File: src/common/ppcc_pkg.sv
/*
 * ppcc_pkg: constants, register map and field layouts of the pulse position command block.
 * assumes a single 20 MHz clock and a 32-bit AXI4-Lite register bus.
 */
package ppcc_pkg;
    localparam int CLK_PERIOD_NS = 50;
    localparam int SAMPLE_NS     = 100000;
    localparam int SAMPLE_CYCLES = (SAMPLE_NS + CLK_PERIOD_NS - 1) / CLK_PERIOD_NS;

    localparam logic [7:0] ADDR_MODE_SEL   = 8'h00;
    localparam logic [7:0] ADDR_PULSE_CFG  = 8'h04;
    localparam logic [7:0] ADDR_GAIN_HOLD  = 8'h08;
    localparam logic [7:0] ADDR_GAIN_DYN   = 8'h0c;
    localparam logic [7:0] ADDR_GAIN_MODE  = 8'h10;
    localparam logic [7:0] ADDR_TORQUE_LVL = 8'h14;
    localparam logic [7:0] ADDR_SPEED_LVL  = 8'h18;
    localparam logic [7:0] ADDR_SMOOTH     = 8'h1c;
    localparam logic [7:0] ADDR_OUT_LIMIT  = 8'h20;
    localparam logic [7:0] ADDR_DIG_POS    = 8'h24;
    localparam logic [7:0] ADDR_STATUS     = 8'h28;
    localparam logic [7:0] ADDR_COUNT      = 8'h2c;
    localparam logic [7:0] ADDR_RATE       = 8'h30;

    localparam logic [15:0] RST_MODE_SEL   = 16'h0000;
    localparam logic [15:0] RST_PULSE_CFG  = 16'h0000;
    localparam logic [15:0] RST_GAIN_HOLD  = 16'h00c8;
    localparam logic [15:0] RST_GAIN_DYN   = 16'h012c;
    localparam logic [15:0] RST_GAIN_MODE  = 16'h0000;
    localparam logic [15:0] RST_TORQUE_LVL = 16'h0064;
    localparam logic [15:0] RST_SPEED_LVL  = 16'h0064;
    localparam logic [3:0]  RST_SMOOTH     = 4'h5;
    localparam logic [15:0] RST_OUT_LIMIT  = 16'h00c8;
    localparam logic [15:0] RST_DIG_POS    = 16'h0000;

    localparam logic [15:0] GAIN_MAX       = 16'h0fa0;
    localparam logic [15:0] LEVEL_MAX      = 16'h03e8;
    localparam logic signed [15:0] OVERSPEED_MAX = 16'sh01f4;

    localparam logic [3:0] CTRL_POSITION = 4'h1;
    localparam logic [3:0] SRC_PULSE     = 4'h0;
    localparam logic [3:0] SRC_DIGITAL   = 4'h1;
    localparam logic [3:0] SRC_PHOTO     = 4'h2;
    localparam logic [15:0] GMODE_NONE   = 16'h0000;
    localparam logic [15:0] GMODE_TORQUE = 16'h0001;
    localparam logic [15:0] GMODE_SPEED  = 16'h0002;

    localparam logic [1:0] RESP_OKAY   = 2'b00;
    localparam logic [1:0] RESP_DECERR = 2'b11;

    typedef enum logic [3:0] {
        PM_QUADRATURE = 4'h0,
        PM_PULSE_SIGN = 4'h1,
        PM_POSITIVE   = 4'h2,
        PM_DUAL       = 4'h3
    } ppcc_pulse_mode_type;

    typedef struct packed {
        logic [3:0] servo;
        logic [3:0] reserved;
        logic [3:0] source;
        logic [3:0] control;
    } ppcc_mode_sel_type;

    typedef struct packed {
        logic [1:0]          ctl_reserved;
        logic                overspeed_on;
        logic                avg_filter;
        logic [3:0]          reserved;
        logic [1:0]          dir_reserved;
        logic                dir_follow_run;
        logic                dir_reverse;
        ppcc_pulse_mode_type pulse_mode;
    } ppcc_pulse_cfg_type;
endpackage

File: src/logic/ppcc_top.sv
/*
 * ppcc_top: position command front end with AXI4-Lite registers, pulse decoder,
 * command filter, gain switching and regulator output limit.
 * assumes pins are asynchronous; command, torque and regulator values come from the same clock.
 */
`timescale 1ns/1ps
module ppcc_top
    import ppcc_pkg::*;
(
    input  wire logic               clk,
    input  wire logic               nrst,
    input  wire logic [7:0]         s_axi_awaddr,
    input  wire logic               s_axi_awvalid,
    output logic                    s_axi_awready,
    input  wire logic [31:0]        s_axi_wdata,
    input  wire logic [3:0]         s_axi_wstrb,
    input  wire logic               s_axi_wvalid,
    output logic                    s_axi_wready,
    output logic [1:0]              s_axi_bresp,
    output logic                    s_axi_bvalid,
    input  wire logic               s_axi_bready,
    input  wire logic [7:0]         s_axi_araddr,
    input  wire logic               s_axi_arvalid,
    output logic                    s_axi_arready,
    output logic [31:0]             s_axi_rdata,
    output logic [1:0]              s_axi_rresp,
    output logic                    s_axi_rvalid,
    input  wire logic               s_axi_rready,
    input  wire logic               pulse_channel_a,
    input  wire logic               pulse_channel_b,
    input  wire logic               photo_switch,
    input  wire logic               servo_enable,
    input  wire logic               forward_run_command,
    input  wire logic               reverse_run_command,
    input  wire logic               closed_loop_vector_mode,
    input  wire logic               spindle_orientation,
    input  wire logic               orientation_locked,
    input  wire logic [15:0]        torque_command,
    input  wire logic [15:0]        speed_command,
    input  wire logic signed [15:0] regulator_in,
    output logic                    position_control_active,
    output logic [3:0]              command_source,
    output logic                    stop_positioning_start,
    output logic [15:0]             stop_distance,
    output logic                    servo_running,
    output logic signed [31:0]      pulse_count,
    output logic signed [15:0]      pulse_rate,
    output logic [15:0]             gain_active,
    output logic                    gain_dynamic_selected,
    output logic signed [15:0]      regulator_out,
    output logic                    regulator_enable
);
    ppcc_mode_sel_type  mode_sel;
    ppcc_pulse_cfg_type pulse_cfg;
    logic [15:0]        gain_hold;
    logic [15:0]        gain_dyn;
    logic [15:0]        gain_mode;
    logic [15:0]        torque_lvl;
    logic [15:0]        speed_lvl;
    logic [3:0]         smooth;
    logic [15:0]        out_limit;
    logic [15:0]        dig_pos;
    logic [7:0]         awaddr_q;
    logic [31:0]        wdata_q;
    logic [3:0]         wstrb_q;
    logic [6:0]         sync1;
    logic [6:0]         sync2;
    logic [2:0]         prev;
    logic [10:0]        tick_cnt;
    logic signed [15:0] win_acc;
    logic signed [15:0] hist [3];
    logic signed [15:0] rate_inertia;

    function automatic logic [15:0] merge(input logic [15:0] old, input logic [15:0] lim);
        logic [15:0] v;
        v = {wstrb_q[1] ? wdata_q[15:8] : old[15:8], wstrb_q[0] ? wdata_q[7:0] : old[7:0]};
        return (v > lim) ? lim : v;
    endfunction

    // bus write and read decode
    wire wr_fire = !s_axi_awready && !s_axi_wready && !s_axi_bvalid;
    wire wr_ok   = (awaddr_q[1:0] == 2'b00) && (awaddr_q <= ADDR_RATE);
    wire rd_ok   = (s_axi_araddr[1:0] == 2'b00) && (s_axi_araddr <= ADDR_RATE);
    wire [31:0] status_word = {28'h0000000, gain_dynamic_selected, regulator_enable,
                               servo_running, position_control_active};
    logic [31:0] rd_word;
    always_comb
    begin
        case (s_axi_araddr)
            ADDR_MODE_SEL:   rd_word = {16'h0000, mode_sel};
            ADDR_PULSE_CFG:  rd_word = {16'h0000, pulse_cfg};
            ADDR_GAIN_HOLD:  rd_word = {16'h0000, gain_hold};
            ADDR_GAIN_DYN:   rd_word = {16'h0000, gain_dyn};
            ADDR_GAIN_MODE:  rd_word = {16'h0000, gain_mode};
            ADDR_TORQUE_LVL: rd_word = {16'h0000, torque_lvl};
            ADDR_SPEED_LVL:  rd_word = {16'h0000, speed_lvl};
            ADDR_SMOOTH:     rd_word = {28'h0000000, smooth};
            ADDR_OUT_LIMIT:  rd_word = {16'h0000, out_limit};
            ADDR_DIG_POS:    rd_word = {16'h0000, dig_pos};
            ADDR_STATUS:     rd_word = status_word;
            ADDR_COUNT:      rd_word = pulse_count;
            ADDR_RATE:       rd_word = {{16{pulse_rate[15]}}, pulse_rate};
            default:         rd_word = 32'h00000000;
        endcase
    end

    always_ff @(posedge clk or negedge nrst)
    begin
        if (!nrst)
        begin
            s_axi_awready <= 1'b1;
            s_axi_wready  <= 1'b1;
            s_axi_bvalid  <= 1'b0;
            s_axi_bresp   <= RESP_OKAY;
            awaddr_q      <= 8'h00;
            wdata_q       <= 32'h00000000;
            wstrb_q       <= 4'h0;
        end
        else
        begin
            if (s_axi_awvalid && s_axi_awready)
            begin
                awaddr_q      <= s_axi_awaddr;
                s_axi_awready <= 1'b0;
            end
            if (s_axi_wvalid && s_axi_wready)
            begin
                wdata_q      <= s_axi_wdata;
                wstrb_q      <= s_axi_wstrb;
                s_axi_wready <= 1'b0;
            end
            if (wr_fire)
            begin
                s_axi_bvalid <= 1'b1;
                s_axi_bresp  <= wr_ok ? RESP_OKAY : RESP_DECERR;
            end
            else if (s_axi_bvalid && s_axi_bready)
            begin
                s_axi_bvalid  <= 1'b0;
                s_axi_awready <= 1'b1;
                s_axi_wready  <= 1'b1;
            end
        end
    end

    always_ff @(posedge clk or negedge nrst)
    begin
        if (!nrst)
        begin
            mode_sel   <= RST_MODE_SEL;
            pulse_cfg  <= RST_PULSE_CFG;
            gain_hold  <= RST_GAIN_HOLD;
            gain_dyn   <= RST_GAIN_DYN;
            gain_mode  <= RST_GAIN_MODE;
            torque_lvl <= RST_TORQUE_LVL;
            speed_lvl  <= RST_SPEED_LVL;
            smooth     <= RST_SMOOTH;
            out_limit  <= RST_OUT_LIMIT;
            dig_pos    <= RST_DIG_POS;
        end
        else if (wr_fire)
        begin
            case (awaddr_q)
                ADDR_MODE_SEL:   mode_sel   <= merge(mode_sel, 16'hffff);
                ADDR_PULSE_CFG:  pulse_cfg  <= merge(pulse_cfg, 16'hffff);
                ADDR_GAIN_HOLD:  gain_hold  <= merge(gain_hold, GAIN_MAX);
                ADDR_GAIN_DYN:   gain_dyn   <= merge(gain_dyn, GAIN_MAX);
                ADDR_GAIN_MODE:  gain_mode  <= merge(gain_mode, 16'hffff);
                ADDR_TORQUE_LVL: torque_lvl <= merge(torque_lvl, LEVEL_MAX);
                ADDR_SPEED_LVL:  speed_lvl  <= merge(speed_lvl, LEVEL_MAX);
                ADDR_SMOOTH:     smooth     <= wstrb_q[0] ? wdata_q[3:0] : smooth;
                ADDR_OUT_LIMIT:  out_limit  <= merge(out_limit, LEVEL_MAX);
                ADDR_DIG_POS:    dig_pos    <= merge(dig_pos, 16'hffff);
                default:         mode_sel   <= mode_sel;
            endcase
        end
    end

    always_ff @(posedge clk or negedge nrst)
    begin
        if (!nrst)
        begin
            s_axi_arready <= 1'b1;
            s_axi_rvalid  <= 1'b0;
            s_axi_rdata   <= 32'h00000000;
            s_axi_rresp   <= RESP_OKAY;
        end
        else if (s_axi_arvalid && s_axi_arready)
        begin
            s_axi_arready <= 1'b0;
            s_axi_rvalid  <= 1'b1;
            s_axi_rdata   <= rd_word;
            s_axi_rresp   <= rd_ok ? RESP_OKAY : RESP_DECERR;
        end
        else if (s_axi_rvalid && s_axi_rready)
        begin
            s_axi_rvalid  <= 1'b0;
            s_axi_arready <= 1'b1;
        end
    end

    // pin synchronisers; prev holds the last synchronised a, b and photo levels
    always_ff @(posedge clk or negedge nrst)
    begin
        if (!nrst)
        begin
            sync1 <= 7'h00;
            sync2 <= 7'h00;
            prev  <= 3'h0;
        end
        else
        begin
            sync1 <= {pulse_channel_a, pulse_channel_b, photo_switch, servo_enable,
                      forward_run_command, reverse_run_command, closed_loop_vector_mode};
            sync2 <= sync1;
            prev  <= sync2[6:4];
        end
    end

    wire a_s    = sync2[6];
    wire b_s    = sync2[5];
    wire a_rise = a_s && !prev[2];
    wire b_rise = b_s && !prev[1];
    wire photo_rise  = sync2[4] && !prev[0];
    wire servo_en_s  = sync2[3];
    wire run_s       = sync2[2] || sync2[1];
    wire rev_s       = sync2[1];
    wire clvm_s      = sync2[0];
    wire quad_step   = (a_s ^ prev[2]) ^ (b_s ^ prev[1]);
    wire quad_up     = a_s ^ prev[1];
    wire mode_step   = (pulse_cfg.pulse_mode == PM_QUADRATURE) ? quad_step :
                       (pulse_cfg.pulse_mode == PM_PULSE_SIGN) ? a_rise :
                       (pulse_cfg.pulse_mode == PM_POSITIVE)   ? a_rise :
                       (pulse_cfg.pulse_mode == PM_DUAL)       ? a_rise ^ b_rise : 1'b0;
    wire mode_up     = (pulse_cfg.pulse_mode == PM_QUADRATURE) ? quad_up :
                       (pulse_cfg.pulse_mode == PM_PULSE_SIGN) ? !b_s :
                       (pulse_cfg.pulse_mode == PM_DUAL)       ? a_rise : 1'b1;
    wire reverse_sense = pulse_cfg.dir_follow_run ? rev_s : pulse_cfg.dir_reverse;
    wire count_up    = mode_up ^ reverse_sense;
    wire signed [15:0] step_val = !mode_step ? 16'sh0000 : count_up ? 16'sh0001 : -16'sh0001;
    wire tick        = (tick_cnt == 11'(SAMPLE_CYCLES - 1));

    // command filter and overspeed clamp
    wire signed [17:0] avg_sum  = 18'(win_acc) + 18'(hist[0]) + 18'(hist[1]) + 18'(hist[2]);
    wire signed [16:0] in_diff  = 17'(win_acc) - 17'(rate_inertia);
    wire signed [15:0] next_inertia = rate_inertia + 16'(in_diff >>> 2);
    wire signed [15:0] filt     = pulse_cfg.avg_filter ? 16'(avg_sum >>> 2) : next_inertia;
    wire signed [15:0] next_rate = !pulse_cfg.overspeed_on ? filt :
                                   (filt > OVERSPEED_MAX) ? OVERSPEED_MAX :
                                   (filt < -OVERSPEED_MAX) ? -OVERSPEED_MAX : filt;

    always_ff @(posedge clk or negedge nrst)
    begin
        if (!nrst)
        begin
            tick_cnt     <= 11'h000;
            pulse_count  <= 32'sh00000000;
            win_acc      <= 16'sh0000;
            hist         <= '{default: 16'sh0000};
            rate_inertia <= 16'sh0000;
            pulse_rate   <= 16'sh0000;
        end
        else
        begin
            tick_cnt    <= tick ? 11'h000 : tick_cnt + 11'h001;
            pulse_count <= pulse_count + 32'(step_val);
            if (tick)
            begin
                win_acc      <= step_val;
                hist         <= '{win_acc, hist[0], hist[1]};
                rate_inertia <= next_inertia;
                pulse_rate   <= next_rate;
            end
            else
            begin
                win_acc <= win_acc + step_val;
            end
        end
    end

    // gain selection and smoothing
    wire torque_high = torque_command >= torque_lvl;
    wire speed_high  = speed_command >= speed_lvl;
    wire mode_dyn    = (gain_mode == GMODE_TORQUE) ? torque_high :
                       (gain_mode == GMODE_SPEED)  ? speed_high : 1'b0;
    wire use_dyn     = spindle_orientation ? !orientation_locked : mode_dyn;
    wire [15:0] gain_target = use_dyn ? gain_dyn : gain_hold;
    wire signed [16:0] g_diff  = 17'(gain_target) - 17'(gain_active);
    wire signed [16:0] g_shift = g_diff >>> smooth;
    wire signed [16:0] g_step  = (g_shift == 17'sh00000 && g_diff != 17'sh00000) ?
                                 ((g_diff > 17'sh00000) ? 17'sh00001 : -17'sh00001) : g_shift;
    wire signed [16:0] limit_s = 17'(out_limit);
    wire signed [16:0] reg_s   = 17'(regulator_in);
    wire signed [15:0] next_reg_out = (out_limit == 16'h0000) ? 16'sh0000 :
                                      (reg_s > limit_s) ? 16'(limit_s) :
                                      (reg_s < -limit_s) ? 16'(-limit_s) : regulator_in;
    wire next_pos_active = clvm_s && (mode_sel.control == CTRL_POSITION);

    always_ff @(posedge clk or negedge nrst)
    begin
        if (!nrst)
        begin
            gain_active             <= RST_GAIN_HOLD;
            gain_dynamic_selected   <= 1'b0;
            position_control_active <= 1'b0;
            command_source          <= SRC_PULSE;
            stop_positioning_start  <= 1'b0;
            stop_distance           <= RST_DIG_POS;
            servo_running           <= 1'b0;
            regulator_out           <= 16'sh0000;
            regulator_enable        <= 1'b0;
        end
        else
        begin
            if (tick)
            begin
                gain_active <= 16'(17'(gain_active) + g_step);
            end
            gain_dynamic_selected   <= use_dyn;
            position_control_active <= next_pos_active;
            command_source          <= mode_sel.source;
            stop_positioning_start  <= photo_rise && (mode_sel.source == SRC_PHOTO);
            stop_distance           <= dig_pos;
            servo_running           <= (mode_sel.servo != 4'h0) && (servo_en_s || run_s);
            regulator_out           <= next_pos_active ? next_reg_out : 16'sh0000;
            regulator_enable        <= next_pos_active && (out_limit != 16'h0000);
        end
    end
endmodule // ppcc_top

File: config.mk
export PLATFORM = sky130hd
export DESIGN_NAME = ppcc_top
export DESIGN_NICKNAME = d
export VERILOG_FILES = /design/src/common/ppcc_pkg.sv /design/src/logic/ppcc_top.sv
export SDC_FILE = /design/constraint.sdc
export NUM_CORES = 1
export LEC_CHECK = 0
export BUFFER_PORTS_ARGS = -buffer_cell sky130_fd_sc_hd__buf_2
export CORE_UTILIZATION = 45
export DETAILED_ROUTE_END_ITERATION = 6
export SYNTH_ARGS = -nofsm -noshare
export SYNTH_HDL_FRONTEND = slang
export SYNTH_SLANG_ARGS = --single-unit
File: constraint.sdc
create_clock -name clk -period 10.43 [get_ports clk]
set_clock_uncertainty 0.15 [all_clocks]
set_input_delay 1.5645 -clock clk [delete_from_list [all_inputs] [get_ports clk]]
set_output_delay 1.5645 -clock clk [all_outputs]
set_load 0.01 [all_outputs]
## Word level (Yosys, flattened, before mapping)

Cells that the tools add are included.

- Register bits after elaboration: 428
- Latch bits: 0
- Memory bits (writable): 0
- Memory bits (read-only): 0
- Input port bits: 116
- Output and inout port bits: 146
- Word-level logic and storage cells: 233
- Memories kept: 0

- $add $sub $neg: 11
- Multiply operators: 0
- Div/mod/pow operators: 0
- Order comparisons: 18
- Equal/unequal tests: 29
- Shift-type cells: 1
- Muxes and demuxes: 68
- Bitwise logic cells: 6
- Reduce and logical (&&, ||, !) cells: 49

Operator list:

| operator | count |
|---|---|
| 32-bit one-hot mux with 13 select lines | 1 |
| 16-bit two-way mux | 23 |
| 8-bit two-way mux | 18 |
| 8-bit by 5-bit == test with 1-bit output (second input constant) | 8 |
| 16-bit by 10-bit > comparator with 1-bit output (second input constant) | 4 |
| 16-bit > comparator (second input constant) | 4 |
| 8-bit by 6-bit == test with 1-bit output (second input constant) | 7 |
| 16-bit by 16-bit subtractor with 17-bit output | 2 |
| 16-bit adder | 2 |
| 32-bit by 16-bit adder with 32-bit output | 1 |
| 8-bit by 4-bit == test with 1-bit output (second input constant) | 4 |
| 16-bit >= comparator | 2 |
| 16-bit by 12-bit > comparator with 1-bit output (second input constant) | 2 |
| 1-bit two-way mux | 23 |
| 17-bit by 16-bit adder with 18-bit output | 1 |
| 18-bit by 16-bit adder with 18-bit output | 1 |
| 2-bit AND reduction | 9 |
| 16-bit by 16-bit adder with 17-bit output | 1 |
| 16-bit by 17-bit > comparator with 1-bit output | 1 |
| 17-bit by 1-bit > comparator with 1-bit output (second input constant) | 1 |
| 1-bit logical AND | 17 |
| 17-bit logical NOT | 1 |
| 16-bit by 17-bit less-than comparator with 1-bit output | 1 |
| 16-bit negator with 17-bit output | 1 |
| other kinds (25) | 47 |

## Longest topological paths before layout

- Depth in word-level cells: 11
- Mapped depth: 38
- Mapped depth without buffers: 36

## Least setup slack after synthesis

OpenSTA, ideal clock, no wires.

- Path type: input -> register
- Start: input port speed_command[0]
- End: register gain_active[14]
- Library setup time: 0.133 ns
- Arrival: 8.592 ns
- Data required time: 10.147 ns
- Slack: 1.554 ns
- Stages: 37
- Buffers on the path: 1
- Cells stage by stage: inv_1 > ha_1 > nand2b_1 > a21o_1 > a21o_1 > a21o_1 > a21o_1 > a21o_1 > a211oi_1 > o21bai_1 > a32oi_2 > buf_2 > mux2i_1 > ha_1 > fa_1 > nor2b_1 > o2111a_1 > o21ba_2 > o21ai_0 > or2_2 > mux4_2 > mux2i_1 > a221o_1 > or4_1 > o21ai_1 > ha_1 > fa_1 > a21o_1 > a21oi_1 > o21bai_1 > a21oi_1 > o21bai_1 > a21oi_1 > o211ai_1 > a31oi_1 > xor2_1 > o21ai_0

- Word-level cells in the longest chain between the ends: 11
- Elaborated cells between the ends (all ways): 14
- Those cells by class: add/sub: 2; order compare: 2; shift: 1; mux: 6; reduce/logical: 3

RTL lines:

| what | line | text |
|---|---|---|
| start, declared | ppcc_top.sv:39 | `input wire logic [15:0] speed_command,` |
| 16-bit >= comparator (*) | ppcc_top.sv:283 | `wire speed_high = speed_command >= speed_lvl;` |
| 1-bit two-way mux (*) | ppcc_top.sv:285 | `(gain_mode == GMODE_SPEED) ? speed_high : 1'b0;` |
| 1-bit two-way mux (*) | ppcc_top.sv:284 | `wire mode_dyn = (gain_mode == GMODE_TORQUE) ? torque_high :` |
| 1-bit two-way mux (*) | ppcc_top.sv:286 | `wire use_dyn = spindle_orientation ? !orientation_locked : mode_dyn;` |
| 16-bit two-way mux (*) | ppcc_top.sv:287 | `wire [15:0] gain_target = use_dyn ? gain_dyn : gain_hold;` |
| 16-bit by 16-bit subtractor with 17-bit output (*) | ppcc_top.sv:288 | `wire signed [16:0] g_diff = 17'(gain_target) - 17'(gain_active);` |
| parallel branches: the longest is 3 deep, another holds 17-bit by 1-bit > comparator with 1-bit output | -- |  |
| 16-bit two-way mux (*) | ppcc_top.sv:290 | `wire signed [16:0] g_step = (g_shift == 17'sh00000 && g_diff != 17'sh00000) ?` |
| 16-bit adder (*) | ppcc_top.sv:317 | `gain_active <= 16'(17'(gain_active) + g_step);` |
| end signal, assigned | ppcc_top.sv:317 |  |
| end, declared | ppcc_top.sv:48 | `output logic [15:0] gain_active,` |

Mark *: on every way between the ends.
A chain may end at the register's enable or synchronous reset.

## Worst setup path after layout

Ends and elaborated chain as after synthesis.

==> metrics.md <==
| Metric | Value |
|---|---|
| Lkg Pwr | `14.7 nW` |
| Syn nets | `3152` |
| Post-Layout Cell Count | `3854` |
| Dpl cell area | `0.0290 mm2` |
| FF-to-FF End | `gain_active[14]` |
| Worst hold-check slack | `199 ps` |
| Max-cap violations | `0` |
| Synth Register Bits | `426` |
| Fin crit period | `9550 ps` |
| Power consumption | `7.81 mW` |
| Post-Synth Adder-Cell Area | `11.8%` |
| Initial antenna violation count | `1` |
| Antenna viol nets, final | `0` |
| Status | `complete, but fails checks` |
| Total grt overflow | `0` |
| FP Rows | `89` |
| Slew Limit Fails | `0` |
| PortBufs | `243` |
| Worst-margin pin slew | `1090 ps` |
| Initial Util | `45.5%` |
| H-tree Lvls | `2` |
| Hold endpoint | `sync2[4]` |
| Cell variety after synth | `100` |
| Post-Synth Simple-Gate Area | `14.5%` |
| Slew margin rel. | `26.1%` |
| PwrDens | `254 mW/mm2` |
| Synth top area share | `37.5%` |
| Die X | `246 um` |
| DRT Wirelength | `86500 um` |
| Worst Path Buf+Inv | `3` |
| Core box area | `0.0590 mm2` |
| Crit path kind | `in2reg` |
| Largest net degree at the start of global routing | `169` |
| Worst-path maximum fanout | `18` |
| TritonCTS clock tree | `built` |
| Final setup TNS | `0 ps` |
| R2r startpoint | `speed_lvl[0]` |
| Post-synth EDFFs | `0` |
| Clock slew at reported path FFs | `60 ps` |
| Gpl congestion | `0.977` |
| Worst path top cell family by delay | `compound AO/OA/AOI/OAI gates` |
| Worst EP arrival | `9850 ps` |
| Total CTS buffers | `48` |
| Final nets | `3385` |
| Synth top area cells | `dfrtp_1, ha_1, nand2_1` |
| Root Buffer | `clkbuf_16` |
| Peak VDD IR | `0.198 mV` |
| Failing checks | `design-rule violations` |
| Share of cells above drive strength 1 | `18.3%` |
| CTS sink count | `426` |
| Avg Cell Area, Syn | `9.58 um2` |
| Dpl hpwl | `65900 um` |
| Post-layout instance area | `0.0307 mm2` |
| DRT Pass-1 Iters | `7` |
| Die Footprint | `0.0607 mm2` |
| Top cell by count, worst path | `a21o_1` |
| Synthesized instance count | `2805` |
| Final Hold Fails | `0` |
| Layout Area Growth over Synthesis | `14.4%` |
| Drt initial violations | `1916` |
| Chip height | `246 um` |
| Synthesis Warnings | `0` |
| Vias | `23122` |
| Reg-to-reg slack, setup | `1580 ps` |
| Final setup vio count | `0` |
| DRC | `14` |
| Crit path depth | `37` |
| Via-per-instance ratio | `6.00` |
| Overall routing resource usage | `28.0%` |
| RSZ-0062 raised after global routing | `false` |
| Worst Reg-to-Reg Cells | `35` |
| Hold Buf Count CTS | `0` |
| Post-synthesis mux area share | `5.67%` |
| Cells after DPL | `3761` |
| Vias in the first global route | `22246` |
| Hold_sp | `sync1[4]` |
| Global-route wire length before repair | `131000 um` |
| Top_reg_cell synth | `dfrtp_1` |
| Largest stage delay, worst path | `530 ps` |
| Setup Buffers After CTS | `0` |
| CTS Buffer Depth | `3` |
| Compound-Gate Fraction of Synth Area | `20.6%` |
| Sequential area share after synthesis | `39.8%` |
| Max Fclk | `0.105 GHz` |
| Final period util | `91.5%` |
| Hold Crit Class | `reg2reg` |
| Area leader, netlist | `dfrtp_1` |
| PostCTS Resize Cnt | `0` |
| Critical path endpoint category | `flop` |
| Synthesized area | `0.0269 mm2` |
| DR WL/cell | `22.4 um` |
| Worst path slowest cell | `or4_1` |
| CP required | `10730 ps` |
| I/O pin count | `262` |
| Asr flop ratio synth | `100%` |
| Largest family of logic cells by synthesized area | `compound AO/OA/AOI/OAI gates` |
| Worst hold path stage count | `0` |
| Worst skew pair latency | `610 ps` |
| Critical Path Source Type | `input port` |
| XOR/XNOR Fraction of Synth Area | `3.49%` |
-- worst reg2reg max path, delay by kind of cell (launching register included) --
family                   cells  cell delay (ps)
AO/OA/AOI/OAI               26             5260
XOR/XNOR                     1              160
adder cells (fa/ha/maj)      4             1310
buffers and inverters        1              320
flip-flops                   1              440
multiplexers                 1              410
AND/OR/NAND/NOR              2              670
-- cell usage after synthesis (7+ instances only) --
master     number
o21bai_1       12
o31ai_1        25
clkbuf_1       86
xor2_1         34
xnor2_1        73
a21boi_0       12
a221oi_1       16
o211ai_1       19
a31o_2          8
a21oi_1       143
a21o_1         60
nand3_1        69
fa_1           38
dfstp_2        24
a222oi_1       17
nor4_1         25
or2_2          15
nand4_1        39
mux2i_1        24
a31oi_1        27
o21a_1         36
o21ai_0       183
nor2_1        160
nand3b_1        7
a22o_1         47
or4_1           7
nand2b_1       26
o2111ai_1      12
o22a_1         12
mux2_2        106
nand2_1       336
ha_1          193
and3_1         18
inv_1         174
and2_1         24
dfrtp_1       402
or3_1          15
a22oi_1        54
o221a_2        13
buf_2           8
a211oi_1       26
nor3_1         41
nor2b_1        19
-- cells in the final DEF (no fill, tap or decap), types with 39 or more instances in the layout --
cell type	n
xnor2_1	73
o21ai_0	183
a22o_1	47
a22oi_1	54
nand3_1	69
a21oi_1	143
nor3_1	41
nand2_1	336
dfrtp_1	402
buf_4	42
inv_1	174
buf_2	242
nor2_1	159
a21o_1	60
nand4_1	39
clkbuf_16	48
ha_1	193
mux2_2	106
-- cell families after synthesis --
kind of cell    count (synthesis)
compound gates                799
xor+xnor                      107
fa+ha+maj                     231
buf+inv                       279
flops                         426
mux                           134
simple gates                  829
-- worst max-delay path by stage --
stage,from,endpoint,slack (ps)
CTS,speed_command[0],gain_active[14],1010
global route,speed_command[0],gain_active[14],400
detailed placement,speed_command[0],gain_active[14],460
finish,speed_command[0],gain_active[14],880
floorplan,speed_command[0],gain_active[14],1550
global placement,speed_command[0],gain_active[14],400
-- per-layer routing --
| metal | share of wire, % | track usage [%] | up-vias |
|---|---|---|---|
| li1 | - | - | 10735 |
| met1 | 44 | 38.0 | 11398 |
| met2 | 46 | 45.2 | 826 |
| met3 | 6.2 | 3.82 | 163 |
| met4 | 3.7 | 10.9 | 0 |
| met5 | 0 | 0 | - |
-- power by group --
part,leakage [nW],internal [mW],switching (mW),total (mW)
Sequential,5.56,1.95,0.457,2.40
Combinational,8.33,1.47,2.08,3.55
Clock,0.832,1.12,0.735,1.85
-- metrics by stage --
step                      util, %  setup slack (ps)
after floorplan                 -              1550
after global placement       49.1               398
after detailed placement     49.1               459
after CTS                    52.0              1010
after global routing         52.0               404
final                        52.0               882
-- cell type report --
type                            instances  area, um2
Multi-Input combinational cell       2100      15100
Fill cell                            5462      28300
Sequential cell                       426      10700
Tap cell                              773        967
Clock buffer                           67       1370
Clock inverter                         22        343
Antenna cell                            4       10.0
Inverter                              176        661
Timing Repair Buffer                  286       1560
Note: power is estimated with default switching activity, not from simulation.
